$ cat config.mk
export PLATFORM = sky130hd
export DESIGN_NAME = codec_ctrl_decode
export DESIGN_NICKNAME = d
export VERILOG_FILES = /design/src/hdl/codec_ctrl_pkg.sv /design/src/hdl/link_byte_if.sv /design/src/hdl/codec_ctrl_decode.sv /design/src/hdl/link_shifter.sv
export SDC_FILE = /design/constraint.sdc
export NUM_CORES = 1
export LEC_CHECK = 0
export ABC_AREA = 1
export BUFFER_PORTS_ARGS = -buffer_cell sky130_fd_sc_hd__buf_2
export CORE_UTILIZATION = 47
export CTS_BUF_LIST = sky130_fd_sc_hd__clkbuf_4 sky130_fd_sc_hd__clkbuf_8
export DETAILED_ROUTE_END_ITERATION = 10
export HOLD_SLACK_MARGIN = 0.02
export PLACE_DENSITY_LB_ADDON = 0.3
export SYNTH_ARGS = -nofsm -noshare
export SYNTH_HDL_FRONTEND = slang
export SYNTH_SLANG_ARGS = --single-unit
$ cat constraint.sdc
create_clock -name CLK_I -period 3.3 [get_ports CLK_I]
set_input_delay 0.495 -clock CLK_I [delete_from_list [all_inputs] [get_ports CLK_I]]
set_output_delay 0.495 -clock CLK_I [all_outputs]
set_load 0.02 [all_outputs]
$ cat src/hdl/codec_ctrl_pkg.sv
// constants for the serial control-port register decoder of the codec
// assumes one system clock; link pins are asynchronous to it
package codec_ctrl_pkg;

	// device address in the upper six bits of an address byte
	localparam logic [5:0] DEV_ADDR = 6'h05;
	localparam int ADDR_HI = 7;
	localparam int ADDR_LO = 2;

	// transfer class in the two low bits of an address byte
	localparam logic [1:0] SOUND_WRITE_TYPE = 2'h0;
	localparam logic [1:0] PEAK_READ_TYPE = 2'h1;
	localparam logic [1:0] STATUS_TYPE = 2'h2;

	// status byte layout
	localparam int ST_BANK_BIT = 7;
	localparam int ST_DEFAULTS_BIT = 6;

	// direct sound-write selectors on bits 7:6, and bit 5 of selector 11
	localparam logic [1:0] SEL_VOLUME = 2'h0;
	localparam logic [1:0] SEL_SHELF = 2'h1;
	localparam logic [1:0] SEL_MISC = 2'h2;
	localparam logic [1:0] SEL_EXT = 2'h3;
	localparam int EXT_VALUE_BIT = 5;

	// extended pointer targets
	localparam logic [2:0] EXT_MIX1 = 3'h0;
	localparam logic [2:0] EXT_MIX2 = 3'h1;
	localparam logic [2:0] EXT_MIC = 3'h2;
	localparam logic [2:0] EXT_AGC_GAIN_LO = 3'h4;
	localparam logic [2:0] EXT_GAIN_HI = 3'h5;
	localparam logic [2:0] EXT_AGC_TIME = 3'h6;

	// master clock ratio codes and the multiplier each one selects
	localparam logic [1:0] RATIO_512 = 2'h0;
	localparam logic [1:0] RATIO_384 = 2'h1;
	localparam logic [1:0] RATIO_256 = 2'h2;
	localparam logic [9:0] MULT_512 = 10'h200;
	localparam logic [9:0] MULT_384 = 10'h180;
	localparam logic [9:0] MULT_256 = 10'h100;
	localparam logic [9:0] MULT_NONE = 10'h000;

	// serial format codes; bit 2 alone means msb out, whatever the low pair
	localparam logic [2:0] FMT_I2S = 3'h0;
	localparam logic [2:0] FMT_MSB = 3'h4;
	localparam logic [1:0] LSB_W16 = 2'h1;
	localparam logic [1:0] LSB_W18 = 2'h2;
	localparam logic [1:0] LSB_W20 = 2'h3;

	// peak level width returned in the low bits of a read byte
	localparam int PEAK_W = 6;

	// defaults loaded at reset and, except DEF_RATIO, by the defaults-load bit
	localparam logic [1:0] DEF_RATIO = 2'h0;
	localparam logic [2:0] DEF_FMT = 3'h0;
	localparam logic DEF_DC = 1'b0;
	localparam logic DEF_BOOST = 1'b0;
	localparam logic DEF_INVERT = 1'b0;
	localparam logic DEF_DOUBLE = 1'b0;
	localparam logic [1:0] DEF_POWER = 2'h3;
	localparam logic [5:0] DEF_VOLUME = 6'h00;
	localparam logic [3:0] DEF_LOW_SHELF = 4'h0;
	localparam logic [1:0] DEF_HIGH_SHELF = 2'h0;
	localparam logic DEF_PEAK_TAP = 1'b1;
	localparam logic [1:0] DEF_EMPH = 2'h0;
	localparam logic DEF_MUTE = 1'b0;
	localparam logic [1:0] DEF_TONE = 2'h0;
	localparam logic [4:0] DEF_MIX_GAIN = 5'h04;
	localparam logic [2:0] DEF_MIC = 3'h0;
	localparam logic [1:0] DEF_MIX_MODE = 2'h0;
	localparam logic DEF_AGC = 1'b0;
	localparam logic [6:0] DEF_IN_GAIN = 7'h00;
	localparam logic [2:0] DEF_AGC_TIME = 3'h0;
	localparam logic [1:0] DEF_AGC_LEVEL = 2'h0;

endpackage

$ cat src/hdl/link_byte_if.sv
// byte-level carrier between the link shifter and the register decoder
// assumes both ends run on the same system clock
`timescale 1ns/1ps
`default_nettype none
interface link_byte_if;
	logic [7:0] byte_data;
	logic byte_valid;
	logic byte_is_addr;
	logic tx_en;
	logic [7:0] tx_byte;

	modport rx (output byte_data, output byte_valid, output byte_is_addr,
		input tx_en, input tx_byte);
	modport dec (input byte_data, input byte_valid, input byte_is_addr,
		output tx_en, output tx_byte);
endinterface
`default_nettype wire

$ cat src/hdl/codec_ctrl_decode.sv
// control register decoder of the codec: address select, class decode,
// status, direct and extended sound registers, peak read-out
// assumes peak level comes from the playback datapath on CLK_I
//
// Notes on behaviour
// - address byte low bits choose transfer class
// - top bits pick register, rest is value
// - direct sound write selects by top two bits
// - extended pointer first, then five-bit value
// - peak read class returns peak level to host
// - status bank zero: defaults, ratio, format, offset
// - status bank one: boosts, inverts, rate, power
// - defaults load keeps clock ratio; zero writes ratio, format, offset
// - ratio 00/01/10 give 512/384/256 fs
// - offset bit enables record DC filter
// - format field selects serial data format
// - DAC boost bit gives 0 or 6 dB
// - ADC boost bit gives 0 or 6 dB
// - ADC invert bit flips recorded polarity
// - DAC invert bit flips playback polarity
// - double rate bit selects double speed playback
// - power field switches converters off individually
// - power 00 off, 01 DAC, 10 ADC, 11 both
// - status defaults: 0 dB, non-inverting, single, on
// - direct defaults: 0 dB, tap after tone, flat
// - extended defaults per fixed default table
// - class codes 00 sound, 01 peak, 10 status
// - commit byte only after all eight bits
// - direct selectors 00,01,10,110 pointer,111 value
`timescale 1ns/1ps
`default_nettype none
module codec_ctrl_decode (
	input wire logic CLK_I,                       // system clock
	input wire logic SYS_RST_I,                   // async reset, high
	input wire logic CTRL_DATA_I,                 // data pin in
	output logic CTRL_DATA_O,                     // data pin out
	output logic CTRL_DATA_OE_N_O,                // data enable, low
	input wire logic CTRL_MODE_I,                 // mode pin
	input wire logic CTRL_CLK_I,                  // link clock pin
	input wire logic [codec_ctrl_pkg::PEAK_W-1:0] PEAK_LEVEL_I, // held peak
	output logic PEAK_CLEAR_O,                    // peak read done
	output logic [1:0] MASTER_CLOCK_RATIO_O,      // ratio code
	output logic [9:0] CLOCK_MULT_O,              // fs multiple
	output logic [2:0] SERIAL_FORMAT_O,           // format code
	output logic FMT_I2S_O,                       // i2s format
	output logic FMT_MSB_OUT_O,                   // msb-justified out
	output logic FMT_LSB_IN_O,                    // lsb-justified in
	output logic [1:0] FMT_LSB_WIDTH_O,           // 1/2/3 = 16/18/20
	output logic OFFSET_REMOVAL_ENABLE_O,         // record DC filter
	output logic DAC_OUTPUT_BOOST_O,              // DAC +6 dB
	output logic ADC_INPUT_BOOST_O,               // ADC +6 dB
	output logic ADC_INVERT_O,                    // record invert
	output logic DAC_INVERT_O,                    // playback invert
	output logic DOUBLE_RATE_O,                   // double speed
	output logic [1:0] CONVERTER_POWER_FIELD_O,   // power code
	output logic ADC_POWER_ON_O,                  // ADC powered
	output logic DAC_POWER_ON_O,                  // DAC powered
	output logic [5:0] VOLUME_ATTEN_O,            // volume code
	output logic [3:0] LOW_SHELF_GAIN_O,          // bass code
	output logic [1:0] HIGH_SHELF_GAIN_O,         // treble code
	output logic PEAK_TAP_POINT_O,                // 1 = after tone
	output logic [1:0] EMPHASIS_UNDO_SELECT_O,    // de-emphasis code
	output logic MUTE_ENABLE_O,                   // digital mute
	output logic [1:0] TONE_MODE_O,               // tone filter mode
	output logic [4:0] MIXER_GAIN_CH1_O,          // mixer ch1 code
	output logic [4:0] MIXER_GAIN_CH2_O,          // mixer ch2 code
	output logic [2:0] MIC_SENSITIVITY_O,         // mic code
	output logic [1:0] MIXER_MODE_O,              // mixer mode
	output logic AUTO_GAIN_ENABLE_O,              // agc on
	output logic [6:0] INPUT_GAIN_O,              // input gain code
	output logic [2:0] AUTO_GAIN_TIME_O,          // agc time code
	output logic [1:0] AUTO_GAIN_LEVEL_O          // agc level code
);
	import codec_ctrl_pkg::*;

	typedef struct packed {
		logic [1:0] ratio;
		logic [2:0] fmt;
		logic dc;
		logic dac_boost;
		logic adc_boost;
		logic adc_inv;
		logic dac_inv;
		logic dbl;
		logic [1:0] power;
		logic [5:0] vol;
		logic [3:0] low_shelf;
		logic [1:0] high_shelf;
		logic tap;
		logic [1:0] emph;
		logic mute;
		logic [1:0] tone;
		logic [4:0] mix1;
		logic [4:0] mix2;
		logic [2:0] mic;
		logic [1:0] mix_mode;
		logic agc;
		logic [6:0] in_gain;
		logic [2:0] agc_time;
		logic [1:0] agc_level;
	} cfg_t;

	typedef struct packed {
		logic sel;
		logic [1:0] xtype;
		logic [2:0] ext_ptr;
		logic tx_en;
		logic peak_clr;
		cfg_t cfg;
		logic [9:0] mult;
		logic i2s;
		logic msb_out;
		logic lsb_in;
		logic [1:0] lsb_w;
	} top_state_t;

	localparam cfg_t CFG_DEFAULT = '{
		ratio: DEF_RATIO, fmt: DEF_FMT, dc: DEF_DC,
		dac_boost: DEF_BOOST, adc_boost: DEF_BOOST,
		adc_inv: DEF_INVERT, dac_inv: DEF_INVERT,
		dbl: DEF_DOUBLE, power: DEF_POWER,
		vol: DEF_VOLUME, low_shelf: DEF_LOW_SHELF,
		high_shelf: DEF_HIGH_SHELF, tap: DEF_PEAK_TAP,
		emph: DEF_EMPH, mute: DEF_MUTE, tone: DEF_TONE,
		mix1: DEF_MIX_GAIN, mix2: DEF_MIX_GAIN, mic: DEF_MIC,
		mix_mode: DEF_MIX_MODE, agc: DEF_AGC, in_gain: DEF_IN_GAIN,
		agc_time: DEF_AGC_TIME, agc_level: DEF_AGC_LEVEL
	};

	link_byte_if lnk ();
	top_state_t q_ff, nxt_q;
	logic [7:0] b;

	link_shifter u_shift (
		.clk_i(CLK_I),
		.rst_i(SYS_RST_I),
		.data_i(CTRL_DATA_I),
		.mode_i(CTRL_MODE_I),
		.sclk_i(CTRL_CLK_I),
		.lnk(lnk.rx),
		.data_o(CTRL_DATA_O),
		.data_oe_n_o(CTRL_DATA_OE_N_O)
	);

	// peak level sits in the low bits, upper bits read as zero
	assign lnk.tx_byte = {{(8-PEAK_W){1'b0}}, PEAK_LEVEL_I};
	assign lnk.tx_en = q_ff.tx_en;

	always_comb begin
		nxt_q = q_ff;
		nxt_q.peak_clr = 1'b0;
		b = lnk.byte_data;
		if (lnk.byte_valid) begin
			if (lnk.byte_is_addr) begin
				// a foreign address deselects until the next address byte
				nxt_q.sel = (b[ADDR_HI:ADDR_LO] == DEV_ADDR);
				nxt_q.xtype = b[1:0];
			end else if (q_ff.sel) begin
				case (q_ff.xtype)
				STATUS_TYPE: begin
					if (!b[ST_BANK_BIT]) begin
						if (b[ST_DEFAULTS_BIT]) begin
							nxt_q.cfg = CFG_DEFAULT;
							nxt_q.cfg.ratio = q_ff.cfg.ratio;
							nxt_q.ext_ptr = 3'h0;
						end else begin
							nxt_q.cfg.ratio = b[5:4];
							nxt_q.cfg.fmt = b[3:1];
							nxt_q.cfg.dc = b[0];
						end
					end else begin
						nxt_q.cfg.dac_boost = b[6];
						nxt_q.cfg.adc_boost = b[5];
						nxt_q.cfg.adc_inv = b[4];
						nxt_q.cfg.dac_inv = b[3];
						nxt_q.cfg.dbl = b[2];
						nxt_q.cfg.power = b[1:0];
					end
				end
				SOUND_WRITE_TYPE: begin
					case (b[7:6])
					SEL_VOLUME: nxt_q.cfg.vol = b[5:0];
					SEL_SHELF: begin
						nxt_q.cfg.low_shelf = b[5:2];
						nxt_q.cfg.high_shelf = b[1:0];
					end
					SEL_MISC: begin
						nxt_q.cfg.tap = b[5];
						nxt_q.cfg.emph = b[4:3];
						nxt_q.cfg.mute = b[2];
						nxt_q.cfg.tone = b[1:0];
					end
					SEL_EXT: begin
						if (!b[EXT_VALUE_BIT]) begin
							nxt_q.ext_ptr = b[2:0];
						end else begin
							// pointer is kept so a run of values can follow
							case (q_ff.ext_ptr)
							EXT_MIX1: nxt_q.cfg.mix1 = b[4:0];
							EXT_MIX2: nxt_q.cfg.mix2 = b[4:0];
							EXT_MIC: begin
								nxt_q.cfg.mic = b[4:2];
								nxt_q.cfg.mix_mode = b[1:0];
							end
							EXT_AGC_GAIN_LO: begin
								nxt_q.cfg.agc = b[4];
								nxt_q.cfg.in_gain[1:0] = b[1:0];
							end
							EXT_GAIN_HI: nxt_q.cfg.in_gain[6:2] = b[4:0];
							EXT_AGC_TIME: begin
								nxt_q.cfg.agc_time = b[4:2];
								nxt_q.cfg.agc_level = b[1:0];
							end
							default: ;
							endcase
						end
					end
					default: ;
					endcase
				end
				PEAK_READ_TYPE: nxt_q.peak_clr = 1'b1;
				default: ;
				endcase
			end
		end
		nxt_q.tx_en = nxt_q.sel & (nxt_q.xtype == PEAK_READ_TYPE);
		case (nxt_q.cfg.ratio)
		RATIO_512: nxt_q.mult = MULT_512;
		RATIO_384: nxt_q.mult = MULT_384;
		RATIO_256: nxt_q.mult = MULT_256;
		default: nxt_q.mult = MULT_NONE;
		endcase
		nxt_q.i2s = (nxt_q.cfg.fmt == FMT_I2S);
		nxt_q.msb_out = nxt_q.cfg.fmt[2];
		nxt_q.lsb_in = (nxt_q.cfg.fmt[1:0] != 2'h0);
		nxt_q.lsb_w = nxt_q.cfg.fmt[1:0];
	end

	always_ff @(posedge CLK_I or posedge SYS_RST_I) begin
		if (SYS_RST_I) begin
			q_ff <= '0;
			q_ff.cfg <= CFG_DEFAULT;
			q_ff.mult <= MULT_512;
			q_ff.i2s <= 1'b1;
		end else begin
			q_ff <= nxt_q;
		end
	end

	assign PEAK_CLEAR_O = q_ff.peak_clr;
	assign MASTER_CLOCK_RATIO_O = q_ff.cfg.ratio;
	assign CLOCK_MULT_O = q_ff.mult;
	assign SERIAL_FORMAT_O = q_ff.cfg.fmt;
	assign FMT_I2S_O = q_ff.i2s;
	assign FMT_MSB_OUT_O = q_ff.msb_out;
	assign FMT_LSB_IN_O = q_ff.lsb_in;
	assign FMT_LSB_WIDTH_O = q_ff.lsb_w;
	assign OFFSET_REMOVAL_ENABLE_O = q_ff.cfg.dc;
	assign DAC_OUTPUT_BOOST_O = q_ff.cfg.dac_boost;
	assign ADC_INPUT_BOOST_O = q_ff.cfg.adc_boost;
	assign ADC_INVERT_O = q_ff.cfg.adc_inv;
	assign DAC_INVERT_O = q_ff.cfg.dac_inv;
	assign DOUBLE_RATE_O = q_ff.cfg.dbl;
	assign CONVERTER_POWER_FIELD_O = q_ff.cfg.power;
	assign ADC_POWER_ON_O = q_ff.cfg.power[1];
	assign DAC_POWER_ON_O = q_ff.cfg.power[0];
	assign VOLUME_ATTEN_O = q_ff.cfg.vol;
	assign LOW_SHELF_GAIN_O = q_ff.cfg.low_shelf;
	assign HIGH_SHELF_GAIN_O = q_ff.cfg.high_shelf;
	assign PEAK_TAP_POINT_O = q_ff.cfg.tap;
	assign EMPHASIS_UNDO_SELECT_O = q_ff.cfg.emph;
	assign MUTE_ENABLE_O = q_ff.cfg.mute;
	assign TONE_MODE_O = q_ff.cfg.tone;
	assign MIXER_GAIN_CH1_O = q_ff.cfg.mix1;
	assign MIXER_GAIN_CH2_O = q_ff.cfg.mix2;
	assign MIC_SENSITIVITY_O = q_ff.cfg.mic;
	assign MIXER_MODE_O = q_ff.cfg.mix_mode;
	assign AUTO_GAIN_ENABLE_O = q_ff.cfg.agc;
	assign INPUT_GAIN_O = q_ff.cfg.in_gain;
	assign AUTO_GAIN_TIME_O = q_ff.cfg.agc_time;
	assign AUTO_GAIN_LEVEL_O = q_ff.cfg.agc_level;

	logic wr_dat, wr_sound, wr_status;
	assign wr_dat = lnk.byte_valid & ~lnk.byte_is_addr & q_ff.sel;
	assign wr_sound = wr_dat & (q_ff.xtype == SOUND_WRITE_TYPE);
	assign wr_status = wr_dat & (q_ff.xtype == STATUS_TYPE);
endmodule
`default_nettype wire

$ cat src/hdl/link_shifter.sv
// bit-level side of the three-wire control port: pin sync, edge finding,
// byte assembly and peak read shift-out
// assumes the link clock is much slower than clk_i (8 samples a period)
`timescale 1ns/1ps
`default_nettype none
module link_shifter (
	input wire logic clk_i,       // system clock
	input wire logic rst_i,       // async reset, active high
	input wire logic data_i,      // data pin level
	input wire logic mode_i,      // mode pin, low = address
	input wire logic sclk_i,      // link clock pin
	link_byte_if.rx lnk,          // byte carrier to the decoder
	output logic data_o,          // data pin drive value
	output logic data_oe_n_o      // data pin enable, low drives
);
	typedef struct packed {
		logic [2:0] s1;
		logic [2:0] s2;
		logic clk_d;
		logic mode_d;
		logic [2:0] cnt;
		logic [7:0] rx_sr;
		logic [7:0] tx_sr;
		logic [7:0] byte_q;
		logic byte_v;
		logic is_addr;
		logic oe_n;
	} shift_state_t;

	shift_state_t q_ff, nxt_q;
	logic rise, fall;
	logic [7:0] shifted;

	always_comb begin
		nxt_q = q_ff;
		nxt_q.byte_v = 1'b0;
		nxt_q.s1 = {data_i, mode_i, sclk_i};
		nxt_q.s2 = q_ff.s1;
		nxt_q.clk_d = q_ff.s2[0];
		nxt_q.mode_d = q_ff.s2[1];
		rise = q_ff.s2[0] & ~q_ff.clk_d;
		fall = ~q_ff.s2[0] & q_ff.clk_d;
		shifted = {q_ff.s2[2], q_ff.rx_sr[7:1]};
		// a mode change abandons any partial byte
		if (q_ff.s2[1] != q_ff.mode_d) begin
			nxt_q.cnt = 3'h0;
		end else if (rise) begin
			nxt_q.rx_sr = shifted;
			nxt_q.cnt = q_ff.cnt + 3'h1;
			if (q_ff.cnt == 3'h7) begin
				nxt_q.byte_q = shifted;
				nxt_q.byte_v = 1'b1;
				nxt_q.is_addr = ~q_ff.s2[1];
			end
		end
		// reload between bytes; advance on falling edges so the host
		// sees a settled bit on its rising edge
		if (q_ff.cnt == 3'h0 && !rise) begin
			nxt_q.tx_sr = lnk.tx_byte;
		end else if (fall) begin
			nxt_q.tx_sr = {1'b0, q_ff.tx_sr[7:1]};
		end
		nxt_q.oe_n = ~(lnk.tx_en & q_ff.s2[1]);
	end

	always_ff @(posedge clk_i or posedge rst_i) begin
		if (rst_i) begin
			q_ff <= '0;
			q_ff.oe_n <= 1'b1;
			// link clock idles high: start its samples there so that the
			// release of reset is not taken for a rising edge
			q_ff.s1[0] <= 1'b1;
			q_ff.s2[0] <= 1'b1;
			q_ff.clk_d <= 1'b1;
		end else begin
			q_ff <= nxt_q;
		end
	end

	assign lnk.byte_data = q_ff.byte_q;
	assign lnk.byte_valid = q_ff.byte_v;
	assign lnk.byte_is_addr = q_ff.is_addr;
	assign data_o = q_ff.tx_sr[0];
	assign data_oe_n_o = q_ff.oe_n;
endmodule
`default_nettype wire

==> reports/summary.txt <==
initial core utilization: 0.494
DR iter-0 viols: 156
CP Capture Type: register
Pwr Density: 432 nW/um2
routed len/inst: 13.1 um
Mapped Area: 4920 um2
FMAX: 508 MHz
Required @ worst endpoint: 3.57 ns
clock root buffer: clkbuf_8
gr usage total: 0.176
max-cap viol count: 0
dpl cells: 676
worst r2r path cells: 4
crit path launch: u_shift.lnk.byte_data[6]$_DFFE_PP0P_
Pleak: 2.71 nW
fin cells: 692
share of cells above drive strength 1: 0.233
RSZ-0062 raised after global routing: false
die height: 104 um
most common cell after layout, fill and taps aside: nand2_1
Worst Setup Path Type: reg -> reg
Buffers on Ports: 82
reg-to-reg slack, setup: 1.33 ns
Final nets: 570
pin count of the biggest net entering global routing: 58
Slew Viols, Final: 0
Placed Area: 4990 um2
Setup Fix Bufs, Post-CTS: 0
I/O Pins: 90
Final Cell Area: 5180 um2
Async SR Flop Fraction: 1.00
post-cts repair resize count: 0
Setup violations, final: 0
status: completed
syn_area_per_cell: 9.32 um2
Placeable Area: 9950 um2
number of flops mapped to enable cells by yosys: 0
grt ovf: 0
Synth Register Bits: 107
CTS tree: done
sw power: 0.000543 W
synth warn: 0
part of the power in the clock network: 0.331
die area: 10900 um2
CP arrival: 2.24 ns
Flop pwr share: 0.617
Slew @ Worst Pin: 0.860 ns
final setup TNS: 0 ns
initial antenna violation count: 0
H-Tree Depth: 3
routed vias: 3369
DRT Wirelength: 9050 um
commonest cells after routing, fill and taps aside: nand2_1 (134), dfrtp_1 (96), buf_2 (82), inv_1 (47), o21ai_0 (40)
Antenna Diode Count: 0
cells after synthesis: 528
worst vdd rail ir drop: 0.298 mV
# clock sinks: 107
final worst path period need: 1.97 ns
Pint: 0.00169 W
reg2reg start: u_shift.lnk.byte_data[6]$_DFFE_PP0P_
global-route wire length before repair: 15500 um
Comb pwr share: 0.052
synth unique cells: 28
Die Wd: 104 um
Final Skew: 0.0109 ns
synthesis-to-layout area growth: 5.19%
fill cell count: 943
Final Hold Fails: 0
vias per cell: 4.87
RR Endpoint: q_ff[76]$_DFFE_PP0P_
cts bufs inserted: 9
Final ANT Viol Nets: 0
clock-pin slew of the registers on the worst-case setup and hold paths: 0.09 ns
Startpoint Class: register
Seq/Total Area, Yosys: 0.547
Switching Fraction: 0.243
crit-path max FO: 35
max_slew headroom: 0.425
TritonRoute pass-1 iters: 5
# DRC: 0
worst skew pair latency: 0.36 ns
HP Class: in -> async
Final Cycle Share: 0.597
clock buffer depth: 2
Detailed Place HPWL: 6520 um
hold buffer count at cts: 0
GPL Wtd Cong: 0.900
ys flop type: dfrtp_1
vias in the first global route: 3260
Rows: 36
cells by family after synthesis:
group           count (synthesis)  synth area share
xor+xnor                        1           0.00178
compound gates                 63            0.0679
simple gates                  227             0.218
fa+ha+maj                       5            0.0127
buf+inv                       124             0.152
other cells                     1          0.000762
flops                         107             0.547
area by class of cell:
type                       count  area [um2]  share of cell area
multi-input combinational    303        1510               0.291
clock inverter                 6        47.5             0.00919
tap                          133         166              0.0321
sequential                   107        2690               0.520
timing repair buffer          83         430              0.0832
inverter                      50         198              0.0382
clock buffer                  10         138              0.0266
critical path, stage by stage (launching register included):
cell and delay [ns]:
dfrtp_1 0.45, nand2_1 0.14, a21oi_4 0.71, nand3_1 0.33, o21ai_0 0.25
metrics by stage:
step | setup slack [ns] | utilization | power, W | hold slack [ns]
6_report | 1.33 | 0.520 | 0.00224 | 0.215
3_5_place_dp | 1.39 | 0.501 | 0.00152 | 0.335
4_1_cts | 1.35 | 0.520 | 0.00227 | 0.195
2_1_floorplan | 0.00596 | - | 0.00149 | 0.331
5_1_grt | 1.10 | 0.520 | 0.00234 | 0.191
3_3_place_gp | 1.49 | 0.501 | 0.00152 | 0.334
routing by layer:
metal	up-vias	routed length (um)	global-route usage	part of all wire
li1	1695	-	-	-
met1	1584	4180	0.232	0.46
met2	79	4390	0.289	0.48
met3	11	369	0.0382	0.041
met4	0	114	0.0571	0.013
met5	-	0	0	0
worst max-delay path by stage:
stage | to
global placement | q_ff[76]$_DFFE_PP0P_
detailed placement | q_ff[76]$_DFFE_PP0P_
CTS | q_ff[76]$_DFFE_PP0P_
global route | q_ff[76]$_DFFE_PP0P_
finish | q_ff[76]$_DFFE_PP0P_
floorplan | ADC_INPUT_BOOST_O$_DFFE_PP0P_
Yosys cell counts (2+ instances only):
master,number,area (um2)
buf_6,3,33.8
nand4_1,35,219
o21ai_1,19,95.1
ha_1,5,62.6
clkbuf_1,2,7.51
a21oi_1,2,10.0
nor2_8,2,40.0
nand3_2,2,20.0
nor2_4,3,33.8
buf_4,66,495
nand2_2,3,18.8
o21ai_0,40,200
nand3_1,26,130
nor2_2,4,25.0
nor2_1,16,60.1
buf_2,3,15.0
inv_1,48,180
dfrtp_1,96,2400
dfstp_2,11,289
nand2_1,134,503
state kept, by name (all words and copies together) (netlist names), 2 cells and up:
register and flops:
AUTO_GAIN_LEVEL_O 2, AUTO_GAIN_TIME_O 3, CLOCK_MULT_O 3, CONVERTER_POWER_FIELD_O 2
EMPHASIS_UNDO_SELECT_O 2, HIGH_SHELF_GAIN_O 2, INPUT_GAIN_O 7, LOW_SHELF_GAIN_O 4
MASTER_CLOCK_RATIO_O 2, MIC_SENSITIVITY_O 3, MIXER_GAIN_CH1_O 5, MIXER_GAIN_CH2_O 5
MIXER_MODE_O 2, SERIAL_FORMAT_O 2, TONE_MODE_O 2, VOLUME_ATTEN_O 6
q_ff 6, u_shift.lnk.byte_data 8, u_shift.nxt_q 5, u_shift.q_ff 18
power groups by stage:
stage	sequential (W)	combinational [W]	clock, W
floorplan	0.00140	0.0000929	0
global placement	0.00140	0.000117	0
detailed placement	0.00140	0.000120	0
CTS	0.00138	0.000120	0.000771
global route	0.00138	0.000138	0.000816
finish	0.00138	0.000117	0.000740
Power figures use the tool's default switching activity.
